[src/charge_regs_cfg.svh]
// constants for the charge current and voltage register bank
`ifndef CHARGE_REGS_CFG_SVH
`define CHARGE_REGS_CFG_SVH

// ----------------------------------------
// serial port
// ----------------------------------------
`define SLAVE_ADDR 7'h6B
`define ACCESS_LAST 8'h07

// ----------------------------------------
// register offsets and reset values
// ----------------------------------------
`define CHARGE_CURRENT_OFS 8'h02
`define PRECHARGE_TERM_OFS 8'h03
`define CHARGE_VOLTAGE_OFS 8'h04
`define CHARGE_CURRENT_RST 8'h20
`define PRECHARGE_TERM_RST 8'h11
`define CHARGE_VOLTAGE_RST 8'hB2

// ----------------------------------------
// field positions
// ----------------------------------------
`define FCC_MSB 7
`define FCC_LSB 2
`define COLD_SEL_BIT 1
`define FORCE_BIT 0
`define PRE_MSB 7
`define PRE_LSB 4
`define TERM_MSB 3
`define TERM_LSB 0
`define CV_MSB 7
`define CV_LSB 2
`define EXIT_BIT 1
`define RECHG_BIT 0

// ----------------------------------------
// decode scales, milliamps and millivolts
// ----------------------------------------
`define FCC_BASE_MA 13'h0200
`define FCC_STEP_MA 13'h0040
`define PRE_BASE_MA 13'h0080
`define PRE_STEP_MA 13'h0080
`define CV_BASE_MV 13'h0DB0
`define CV_STEP_MV 13'h0010
`define EXIT_LOW_MV 13'h0AF0
`define EXIT_HIGH_MV 13'h0BB8
`define RECHG_LOW_MV 13'h0064
`define RECHG_HIGH_MV 13'h012C
`define REDUCED_FCC_DIV 13'h0005

`endif

[src/charge_regs_pkg.sv]
// types shared by the charge current and voltage register bank
`default_nettype none
package charge_regs_pkg;

	// serial slave sequencer states
	typedef enum logic [3:0] {
		st_idle,
		st_addr,
		st_addr_ack,
		st_ptr,
		st_ptr_ack,
		st_wr,
		st_wr_ack,
		st_rd,
		st_rd_ack
	} serial_state_t;

	// decoded settings handed to the charge control logic
	typedef struct packed {
		logic [12:0] fast_charge_ma;      // applied fast charge current
		logic [12:0] precharge_ma;        // applied pre-charge current
		logic [12:0] termination_ma;      // termination current
		logic [12:0] charge_voltage_mv;   // regulation voltage
		logic [12:0] precharge_exit_mv;   // pre-charge to fast charge threshold
		logic [12:0] recharge_offset_mv;  // drop below regulation before recharge
		logic cold_threshold_sel;         // 0: ~76 %, 1: ~79 % of regulator output
		logic reduced_current_force;      // reduced current mode active
	} charge_settings_t;

endpackage : charge_regs_pkg
`default_nettype wire

[src/charge_current_voltage_regs.sv]
// serial slave and register bank for charge current and voltage settings
`timescale 1ns/1ns
`default_nettype none
`include "charge_regs_cfg.svh"

// Overview of operation
// - six-bit fast charge code, 512 mA plus 64 mA steps
// - charge current register resets to 0x20
// - cold select bit picks 76% or 79% threshold
// - force bit gives 20% fast, 50% pre-charge
// - four-bit pre and term codes, 128 mA steps
// - pre-charge/termination register resets to 0x11
// - six-bit voltage code, 3.504 V plus 16 mV
// - charge voltage register resets to 0xB2
// - bit 1 selects 2.8 V or 3.0 V exit
// - bit 0 selects 100 mV or 300 mV recharge
// - all bits read back last written or default
// - slave address 0x6B, registers 0 to 7 accessible
module charge_current_voltage_regs (
	input wire logic clk_i,
	input wire logic rst_i,
	input wire logic scl_i,
	input wire logic sda_i,
	output logic sda_o,
	output logic sda_oe_o,
	output var charge_regs_pkg::charge_settings_t settings_o
);

	// ----------------------------------------
	// pin synchronisers and glitch filter
	// ----------------------------------------
	logic [1:0] pin_meta;   // first stage, read only by the second
	logic [1:0] pin_s2;     // second stage
	logic [1:0] pin_s3;     // third stage
	logic [1:0] pin_filt;   // accepted level, bit 1 = scl, bit 0 = sda
	logic [1:0] pin_prev;   // accepted level one cycle ago
	logic [1:0] agree;      // second and third stage match

	assign agree = ~(pin_s2 ^ pin_s3);

	// the three stages cost about four cycles of delay on every pin edge; with
	// a bus phase of many system clocks this is harmless, and it keeps the first
	// stage's possibly unsettled output away from everything but the second stage
	// both lines reset to the idle high level so release never shows a false edge
	// a level is accepted only once two stages agree, so a one-cycle spike is dropped
	always_ff @(posedge clk_i) begin
		if (rst_i) begin
			pin_meta <= 2'h3;
			pin_s2 <= 2'h3;
			pin_s3 <= 2'h3;
			pin_filt <= 2'h3;
			pin_prev <= 2'h3;
		end else begin
			pin_meta <= {scl_i, sda_i};
			pin_s2 <= pin_meta;
			pin_s3 <= pin_s2;
			pin_filt <= (agree & pin_s3) | (~agree & pin_filt);
			pin_prev <= pin_filt;
		end
	end

	// edges are taken from the filtered levels, one cycle apart
	// bus events seen on the filtered lines
	logic scl_rise;
	logic scl_fall;
	logic bus_start;
	logic bus_stop;
	logic sda_now;

	assign sda_now = pin_filt[0];
	assign scl_rise = pin_filt[1] & ~pin_prev[1];
	assign scl_fall = ~pin_filt[1] & pin_prev[1];
	// start and stop need scl high in both samples, so they never coincide with an scl edge
	assign bus_start = pin_filt[1] & pin_prev[1] & pin_prev[0] & ~pin_filt[0];
	assign bus_stop = pin_filt[1] & pin_prev[1] & ~pin_prev[0] & pin_filt[0];

	// ----------------------------------------
	// register storage
	// ----------------------------------------
	logic [7:0] charge_current_register;         // fast charge code, cold select, force
	logic [7:0] precharge_termination_register;  // pre-charge and termination codes
	logic [7:0] charge_voltage_register;         // voltage code, exit and recharge selects

	// read multiplexer; offsets without storage read as zero
	function automatic logic [7:0] reg_read(input logic [7:0] ofs);
		logic [7:0] val;
		val = 8'h00;
		unique case (ofs)
			`CHARGE_CURRENT_OFS: val = charge_current_register;
			`PRECHARGE_TERM_OFS: val = precharge_termination_register;
			`CHARGE_VOLTAGE_OFS: val = charge_voltage_register;
			default: val = 8'h00;
		endcase
		return val;
	endfunction : reg_read

	// ----------------------------------------
	// serial slave sequencer
	// ----------------------------------------
	charge_regs_pkg::serial_state_t state;  // protocol phase
	logic [7:0] shreg;      // receive shift register
	logic [3:0] bit_cnt;    // bits taken in the current byte
	logic [7:0] ptr;        // register pointer, auto-increments
	logic [7:0] tx_byte;    // byte being returned to the host
	logic read_dir;         // address byte asked for a read
	logic host_nack;        // host declined another read byte
	logic wr_strobe;        // one-cycle write of wr_data into ptr
	logic [7:0] wr_data;    // byte to be stored

	// ----------------------------------------
	// read data select
	// ----------------------------------------
	// byte at the pointer, loaded into tx_byte when a read byte starts;
	// a named net also lets its top bit drive the first data bit directly
	logic [7:0] rd_byte;
	assign rd_byte = reg_read(ptr);

	// the sequencer works only on filtered pin events, never on raw pins
	// limitation: scl is input only, there is no clock stretching, so the byte
	// for a read must be ready at the falling edge that ends the acknowledge
	// a frame cut by a start or stop in mid-byte simply restarts or idles
	// receive side: sample sda on each rising scl
	always_ff @(posedge clk_i) begin
		if (rst_i) begin
			shreg <= 8'h00;
			host_nack <= 1'b1;
		end else if (scl_rise) begin
			shreg <= {shreg[6:0], sda_now};
			if (state == charge_regs_pkg::st_rd_ack) begin
				host_nack <= sda_now;
			end
		end
	end

	// protocol phases; sda only changes on falling scl so it is stable while scl is high
	always_ff @(posedge clk_i) begin
		if (rst_i) begin
			state <= charge_regs_pkg::st_idle;
			bit_cnt <= 4'h0;
			ptr <= 8'h00;
			tx_byte <= 8'h00;
			read_dir <= 1'b0;
			sda_oe_o <= 1'b0;
			sda_o <= 1'b0;
			wr_strobe <= 1'b0;
			wr_data <= 8'h00;
		end else begin
			wr_strobe <= 1'b0;
			sda_o <= 1'b0;  // open drain: the line is only ever pulled low
			if (bus_start) begin
				// a repeated start keeps the pointer for a following read
				state <= charge_regs_pkg::st_addr;
				bit_cnt <= 4'h0;
				sda_oe_o <= 1'b0;
			end else if (bus_stop) begin
				state <= charge_regs_pkg::st_idle;
				sda_oe_o <= 1'b0;
			end else if (scl_rise) begin
				bit_cnt <= bit_cnt + 4'h1;
			end else if (scl_fall) begin
				unique case (state)
					charge_regs_pkg::st_idle: begin
						sda_oe_o <= 1'b0;
					end
					charge_regs_pkg::st_addr: begin
						if (bit_cnt == 4'h8) begin
							bit_cnt <= 4'h0;
							// only our own address is acknowledged
							if (shreg[7:1] == `SLAVE_ADDR) begin
								read_dir <= shreg[0];
								sda_oe_o <= 1'b1;
								state <= charge_regs_pkg::st_addr_ack;
							end else begin
								state <= charge_regs_pkg::st_idle;
							end
						end
					end
					charge_regs_pkg::st_addr_ack: begin
						bit_cnt <= 4'h0;
						if (read_dir) begin
							tx_byte <= rd_byte;
							sda_oe_o <= ~rd_byte[7];
							state <= charge_regs_pkg::st_rd;
						end else begin
							sda_oe_o <= 1'b0;
							state <= charge_regs_pkg::st_ptr;
						end
					end
					charge_regs_pkg::st_ptr: begin
						if (bit_cnt == 4'h8) begin
							bit_cnt <= 4'h0;
							ptr <= shreg;
							sda_oe_o <= 1'b1;
							state <= charge_regs_pkg::st_ptr_ack;
						end
					end
					charge_regs_pkg::st_ptr_ack, charge_regs_pkg::st_wr_ack: begin
						bit_cnt <= 4'h0;
						sda_oe_o <= 1'b0;
						state <= charge_regs_pkg::st_wr;
					end
					charge_regs_pkg::st_wr: begin
						if (bit_cnt == 4'h8) begin
							// every byte is acknowledged; only mapped offsets store it
							bit_cnt <= 4'h0;
							wr_data <= shreg;
							wr_strobe <= 1'b1;
							sda_oe_o <= 1'b1;
							state <= charge_regs_pkg::st_wr_ack;
						end
					end
					charge_regs_pkg::st_rd: begin
						if (bit_cnt == 4'h8) begin
							// let go of the line for the host's acknowledge
							sda_oe_o <= 1'b0;
							ptr <= ptr + 8'h01;
							state <= charge_regs_pkg::st_rd_ack;
						end else begin
							sda_oe_o <= ~tx_byte[3'h7 - bit_cnt[2:0]];
						end
					end
					charge_regs_pkg::st_rd_ack: begin
						bit_cnt <= 4'h0;
						if (host_nack) begin
							sda_oe_o <= 1'b0;
							state <= charge_regs_pkg::st_idle;
						end else begin
							tx_byte <= rd_byte;
							sda_oe_o <= ~rd_byte[7];
							state <= charge_regs_pkg::st_rd;
						end
					end
				endcase
			end else if (wr_strobe) begin
				// advance after the store so a burst fills successive registers
				ptr <= ptr + 8'h01;
			end
		end
	end

	// ----------------------------------------
	// register writes
	// ----------------------------------------
	// a write to an unmapped offset is acknowledged and then dropped, so a burst
	// that starts below offset 2 still lands its later bytes in place
	// whole bytes are stored; offsets 0 to 7 take writes, only three hold state here
	always_ff @(posedge clk_i) begin
		if (rst_i) begin
			charge_current_register <= `CHARGE_CURRENT_RST;
			precharge_termination_register <= `PRECHARGE_TERM_RST;
			charge_voltage_register <= `CHARGE_VOLTAGE_RST;
		end else if (wr_strobe && ptr <= `ACCESS_LAST) begin
			unique case (ptr)
				`CHARGE_CURRENT_OFS: charge_current_register <= wr_data;
				`PRECHARGE_TERM_OFS: precharge_termination_register <= wr_data;
				`CHARGE_VOLTAGE_OFS: charge_voltage_register <= wr_data;
				default: begin
				end
			endcase
		end
	end

	// ----------------------------------------
	// field decode
	// ----------------------------------------
	logic [5:0] fast_charge_current_code;
	logic [3:0] precharge_current_code;
	logic [3:0] termination_current_code;
	logic [5:0] charge_voltage_code;
	logic reduced_current_force;
	logic [12:0] fast_full_ma;      // programmed fast charge current
	logic [12:0] precharge_setting; // programmed pre-charge current

	// field slices; positions live in the configuration header
	assign fast_charge_current_code = charge_current_register[`FCC_MSB:`FCC_LSB];
	assign reduced_current_force = charge_current_register[`FORCE_BIT];
	assign precharge_current_code = precharge_termination_register[`PRE_MSB:`PRE_LSB];
	assign termination_current_code = precharge_termination_register[`TERM_MSB:`TERM_LSB];
	assign charge_voltage_code = charge_voltage_register[`CV_MSB:`CV_LSB];
	// codes above the 3008 mA point are the host's to avoid; they decode linearly
	assign fast_full_ma = `FCC_BASE_MA + 13'(fast_charge_current_code) * `FCC_STEP_MA;
	assign precharge_setting = `PRE_BASE_MA + 13'(precharge_current_code) * `PRE_STEP_MA;

	// the settings flops cost one cycle but keep every output straight from a
	// flip-flop, so the charge control logic never sees decode glitches
	// registered settings; they follow a stored byte one cycle later
	always_ff @(posedge clk_i) begin
		if (rst_i) begin
			settings_o <= '0;
		end else begin
			if (reduced_current_force) begin
				// integer divide truncates, less than one mA under an exact fifth
				settings_o.fast_charge_ma <= 13'(fast_full_ma / `REDUCED_FCC_DIV);
				settings_o.precharge_ma <= precharge_setting >> 1;
			end else begin
				settings_o.fast_charge_ma <= fast_full_ma;
				settings_o.precharge_ma <= precharge_setting;
			end
			settings_o.termination_ma <= `PRE_BASE_MA + 13'(termination_current_code) * `PRE_STEP_MA;
			settings_o.charge_voltage_mv <= `CV_BASE_MV + 13'(charge_voltage_code) * `CV_STEP_MV;
			settings_o.precharge_exit_mv <= charge_voltage_register[`EXIT_BIT] ? `EXIT_HIGH_MV :
				`EXIT_LOW_MV;
			settings_o.recharge_offset_mv <= charge_voltage_register[`RECHG_BIT] ? `RECHG_HIGH_MV :
				`RECHG_LOW_MV;
			settings_o.cold_threshold_sel <= charge_current_register[`COLD_SEL_BIT];
			settings_o.reduced_current_force <= reduced_current_force;
		end
	end

endmodule : charge_current_voltage_regs
`default_nettype wire

[config.mk]
export PLATFORM = sky130hd
export DESIGN_NAME = charge_current_voltage_regs
export DESIGN_NICKNAME = d
export VERILOG_FILES = /design/src/charge_regs_pkg.sv /design/src/charge_current_voltage_regs.sv
export VERILOG_INCLUDE_DIRS = /design/src /design/src/src
export SDC_FILE = /design/constraint.sdc
export NUM_CORES = 1
export LEC_CHECK = 0
export BUFFER_PORTS_ARGS = -buffer_cell sky130_fd_sc_hd__buf_4
export CAP_MARGIN = 20
export CORE_MARGIN = 2
export CORE_UTILIZATION = 30
export CTS_CLUSTER_DIAMETER = 200
export DETAILED_ROUTE_END_ITERATION = 6
export PLACE_DENSITY = 0.48
export REMOVE_ABC_BUFFERS = 1
export SYNTH_ARGS = -nofsm -noshare
export SYNTH_HDL_FRONTEND = slang
export SYNTH_SLANG_ARGS = --single-unit
[constraint.sdc]
create_clock -name clk_i -period 9.14 [get_ports clk_i]
set_clock_uncertainty 0.15 [all_clocks]
set_input_delay 0.914 -clock clk_i [delete_from_list [all_inputs] [get_ports clk_i]]
set_output_delay 0.914 -clock clk_i [all_outputs]
set_load 0.01 [all_outputs]
== Yosys cells after proc, flatten, opt, wreduce, memory -nomap -nowiden ==
Index checks and enable logic that the tools add are counted.
Storage, ports and cells
  input port bits: 4
  bits in read-only memories: 0
  memory bits (writable): 0
  memories kept: 0
  bits in registers: 158
  latch bits: 0
  output and inout bits: 82
Operators by class
  shift operators: 0
  divide/modulo/power cells: 1
  $add $sub $neg: 7
  $mul: 0
  reduce and logical (&&, ||, !) cells: 30
  bitwise operators: 24
  order comparisons: 2
  equal/unequal tests: 30
  multiplexer cells: 38
Operators with widths (number)
  2-to-1 mux 8 bit: 6
  AND reduction 7 bit: 5
  one-hot mux 8 bit (2 select lines): 2
  2-to-1 mux 4 bit: 7
  one-hot mux 4 bit (7 select lines): 1
  2-to-1 mux 26 bit: 1
  adder 8 x 11 -> 12 bit (first input constant): 2
  one-hot mux 8 bit (3 select lines): 1
  2-to-1 mux 9 bit: 2
  == test 4 x 3 -> 1 bit (second input constant): 4
  == test 8 x 2 -> 1 bit (second input constant): 2
  inequality test 4 bit (second input constant): 4
  inequality test 2 bit (second input constant): 7
  adder 10 x 12 -> 13 bit (first input constant): 1
  adder 12 x 10 -> 13 bit (first input constant): 1
  divider 13 x 3 -> 13 bit (second input constant): 1
  2-to-1 mux 1 bit: 12
  NOT 1 bit: 11
  inequality test 3 x 1 -> 1 bit (second input constant): 3
  nonzero test 9 bit: 1
  OR reduction 3 bit: 3
  adder 8 x 1 -> 8 bit (second input constant): 1
  == test 4 x 2 -> 1 bit (second input constant): 2
  == test 4 bit (second input constant): 2
  31 further kinds: 50

== Depth between registers and ports, before layout ==
  depth in word-level cells: 8
  gate-level depth with buffers: 41
  depth with buffers taken out: 37

== Least setup slack after synthesis ==
Ideal clock, no wire load.
  kind: register to register
  start: reg charge_current_register[5]
  end: reg settings_o[67] (netlist name)
  cell stages (with the launch flop): 38
  arrival time: 8401 ps
  path slack: 455 ps
  period minus slack after synthesis: 8685 ps
  path through: dfxtp_1 buf_2 clkinv_1 ha_1 buf_2 nor3_1 o21ai_1 a21boi_0 nor2_1 a31o_2 nor2_1 ha_1 or4b_4 and3_1 o31ai_1 inv_1 ha_1 or4_4 (+2 left out) or3_1 clkbuf_1 ha_1 inv_1 nand2_1 a2111oi_4 o221ai_2 ha_1 or3_1 mux2i_2 nand4_1 ha_1 nor3b_1 nor2_1 o21ai_0 nand3_1 o41ai_2 a21oi_1
Between the ends
  cells in the longest elaborated chain, start to end: 3
Ends and longest elaborated chain
  start, declared: line charge_current_voltage_regs.sv:80  | logic [7:0] charge_current_register;
  start signal, assigned: line charge_current_voltage_regs.sv:249  | charge_current_register <= `CHARGE_CURRENT_RST;
  start signal, assigned: line charge_current_voltage_regs.sv:254  | `CHARGE_CURRENT_OFS: charge_current_register <= wr_data;
  adder 10 x 12 -> 13 bit (no line)
  divider 13 x 3 -> 13 bit (no line)
  2-to-1 mux 26 bit: line charge_current_voltage_regs.sv:291  | if (reduced_current_force) begin
  end, declared: line charge_current_voltage_regs.sv:26  | output var charge_regs_pkg::charge_settings_t settings_o
No other way between the ends.
A chain may end at the register's enable or synchronous reset.

== Worst setup path in the final report ==
  start: reg charge_current_register[6]
  end: reg settings_o[67] (netlist name)
Same word-level chain as after synthesis.

==> key figures <==
Placed design
  • Placed insts: 1,195
  • Post-DP HPWL: 13,600 um
  • PortBufs: 52
  • Final Wtd Congestion: 0.853

Power
  • Lkg Pwr: 3.29 nW
  • PD cells: 144 nW/um2
  • Sequential power share: 42.8%
  • P_int: 0.914 mW
  • Clock power frac: 55.0%
  • Combinational share of power: 2.2%
  • Peak ir drop on the vdd network: 0.000106 V
  • Sw Ratio: 24.6%
  • Psw: 0.298 mW

Clock tree
  • H-Tree Depth: 4
  • CTS tree: built
  • Sink Count: 118
  • Maximum buffer depth of the clock tree: 2
  • Worst skew pair latency: 0.43 ns
  • Clock root buffer: clkbuf_16
  • Clock transition at path regs: 0.07 ns
  • Cts hold-fix bufs: 0
  • Total CTS buffers: 17

Timing
  • FMAX: 116 MHz
  • Slew Limit Fails: 0
  • Setup total negative slack: 0 ns
  • Post-layout min period: 8.62 ns
  • Rel. slew slack: 34.1%
  • Tcrit/Tclk final: 94.3%
  • Endpoints failing setup: 0
  • Hold Vio Cnt, Final: 0
  • Tightest Pin Transition: 0.981 ns
  • Hold slack: 0.259 ns

Status
  • Run status: finished, final reports clean

Floorplanning
  • Die W: 159 um
  • Core Region: 23,600 um2
  • Die area: 25,400 um2
  • Initial core utilization: 30.7%
  • IO Count: 86
  • Row cnt: 56
  • Die height: 159 um

Detailed routing
  • WL final: 19,300 um
  • DR pass1 iterations: 7
  • DRT iter0 DRCs: 456
  • Vias per cell: 5.07
  • DRC Markers: 0
  • Post-DR wirelength/cell: 15.7 um
  • Total number of vias: 6,260
  • Final ANT Viol Nets: 0

Critical path
  • Critical path capture point type: flop
  • Crit path kind: reg2reg
  • Arr. time, crit path: 8.77 ns
  • Slowest stage delay, CP: 0.56 ns
  • Worst Setup Start Kind: flop
  • CP most frequent cell: ha_1
  • Critical path data required time: 9.29 ns
  • Crit-path slowest cell: or4_1
  • Crit path max fanout: 10
  • Reg-to-reg slack, setup: 0.52 ns

Synthesis
  • Mapped Cells: 868
  • Synth unique cells: 101
  • Synth Cell Area: 7250 um2
  • Sequential area share after synthesis: 32.6%
  • Synth warn: 0
  • #FFs+latches synth: 118
  • Avg Inst Size Synth: 8.35 um2
  • Most used DFF post-synth: dfxtp_1
  • Post-synth EDFFs: 0
  • Post-synth ARST share: 0%

Hold path
  • Worst hold path type: reg2reg

Global routing
  • Pin count of the biggest net entering global routing: 88
  • First-pass GRT wire length: 31,600 um
  • Initial antenna violation count: 0
  • Overflow left after global routing: 0
  • GRT Overall Usage: 15.3%
  • Number of global-route vias before repair: 5,943

Layout
  • Area grow syn2layout: 16.5%
  • Ant diodes: 0
  • Final std cells w/o fill: 1,234
  • Ratio of cells with drive above 1 in the final layout: 17.9%
  • Nets: 928

Flow run
  • Max cap viols: 0
[metrics by stage]
stage / power (mW) / instance area [um2] / utilization, % / setup WS (ns)
global placement: 0.558 / 7740 / 32.8 / 0.205
finish: 1.21 / 8440 / 35.8 / 0.523
floorplan: 0.543 / 6870 / - / 0.273
CTS: 1.23 / 8320 / 35.2 / 0.117
global route: 1.26 / 8440 / 35.8 / -0.0133
detailed placement: 0.558 / 7740 / 32.8 / 0.148
[routing by layer]
layer	vias up	GRT usage, %	share of wire [%]	routed length, um
li1	3152	-	-	-
met1	2948	21.4	50	9650
met2	134	23.2	44	8590
met3	26	3.36	3.6	700
met4	0	5.29	2.0	383
met5	-	0	0	0
[final cells by class]
cell class                      count  area [um2]
Inverter                           28         105
Clock buffer                       19         443
Clock inverter                     13         135
Sequential cell                   118        2370
Timing Repair Buffer               70         526
Tap cell                          319         399
Fill cell                        2482       15200
Multi-Input combinational cell    667        4470
[critical path, delay by kind of cell, from the launching register on]
| kind | cells | cell delay [ns] |
|---|---|---|
| DFF | 1 | 0.42 |
| adders and majority gates | 7 | 1.79 |
| muxes | 1 | 0.23 |
| AOI/OAI and AO/OA | 9 | 1.79 |
| buffers and inverters | 4 | 0.36 |
| and+or+nand+nor | 16 | 3.78 |
[power by group through the flow]
stage               logic, mW  registers, mW  clock network (mW)
detailed placement     0.0274          0.531                   0
global route           0.0297          0.519               0.713
finish                 0.0271          0.519               0.667
global placement       0.0275          0.531                   0
CTS                    0.0276          0.519               0.688
floorplan             0.00978          0.533                   0
[repair_timing]
item | 4_1_cts | 5_1_grt
setup buffers | 0 | 7
resized for setup | 0 | 16
endpoints found under the hold margin | 0 | 0
endpoints found under the setup margin | 0 | 2
[state kept, by name, indices dropped and copies added, names as in the netlist, named ones only]
| name | flops |
|---|---|
| settings_o | 40 |
| charge_current_register | 8 |
| charge_voltage_register | 8 |
| precharge_termination_register | 8 |
| ptr | 8 |
| shreg | 8 |
| tx_byte | 8 |
| wr_data | 8 |
| bit_cnt | 4 |
| state | 4 |
| pin_meta | 2 |
| pin_prev | 2 |
| pin_s2 | 2 |
| pin_s3 | 2 |
| host_nack | 1 |
| read_dir | 1 |
| sda_oe_o | 1 |
| wr_strobe | 1 |
[cell families (layout without fill, tap and decap cells)]
group	count (synthesis)	after routing	share of synthesized area [%]
and+or+nand+nor	349	349	25.3
AOI/OAI and AO/OA	202	202	21.0
DFF	118	118	32.6
buffers and inverters	115	130	8.36
muxes	47	47	7.25
adders and majority gates	22	22	3.80
xor gates and xnor gates	14	14	1.69
other	1	33	0.0518
[cell usage after synthesis, types with 5 or more instances]
| master | instances | area, um2 |
|---|---|---|
| dfxtp_1 | 118 | 2360 |
| nor2_1 | 109 | 409 |
| a21oi_1 | 61 | 305 |
| nand2_1 | 60 | 225 |
| buf_4 | 42 | 315 |
| mux2i_1 | 40 | 400 |
| nor3_1 | 37 | 185 |
| nand3_1 | 36 | 180 |
| clkbuf_1 | 34 | 128 |
| o21ai_0 | 25 | 125 |
| inv_1 | 24 | 90.1 |
| ha_1 | 22 | 275 |
| nor2b_1 | 16 | 100 |
| nand2b_1 | 12 | 75.1 |
| and3_1 | 10 | 62.6 |
| o211ai_1 | 10 | 75.1 |
| or2_2 | 10 | 62.6 |
| a222oi_1 | 8 | 80.1 |
| xor2_1 | 8 | 70.1 |
| buf_2 | 7 | 35.0 |
| nor3b_1 | 7 | 52.6 |
| o22ai_1 | 7 | 43.8 |
| a211oi_1 | 6 | 45.0 |
| a31oi_1 | 6 | 37.5 |
| and2_1 | 6 | 37.5 |
| o31ai_1 | 6 | 45.0 |
| xnor2_1 | 6 | 52.6 |
| a311oi_1 | 5 | 43.8 |
| nand4_1 | 5 | 31.3 |
| nor4_1 | 5 | 31.3 |
| o21a_1 | 5 | 37.5 |
| or3_1 | 5 | 31.3 |
| or4_1 | 5 | 37.5 |
[final timing paths]
kind / end / cells past startpoint / startpoint
worst max-delay path: settings_o[67] / 37 / charge_current_register[6]
worst min-delay path: pin_s2[0] / 1 / pin_meta[0]
worst min register to register: pin_s2[0] / 1 / pin_meta[0]
worst max register to register: settings_o[67] / 37 / charge_current_register[6]
[cells in the final DEF, fill, tap and decap left out, types with 6 or more instances in the layout]
cell         n
inv_6        6
and2_1       6
o21ai_0     25
or2_2       10
a21oi_1     61
nor2_1     109
and3_1      10
a31oi_1      6
a211oi_1     6
o22ai_1      7
nor2b_1     16
a222oi_1     8
mux2i_1     40
xnor2_1      6
dfxtp_1    115
conb_1      33
o211ai_1    10
nand3_1     36
ha_1        18
nor3b_1      7
inv_1       24
xor2_1       8
nor3_1      37
nand2_1     60
nand2b_1    12
clkbuf_16   17
buf_4       70
Note: power is estimated with default switching activity, not from simulation.
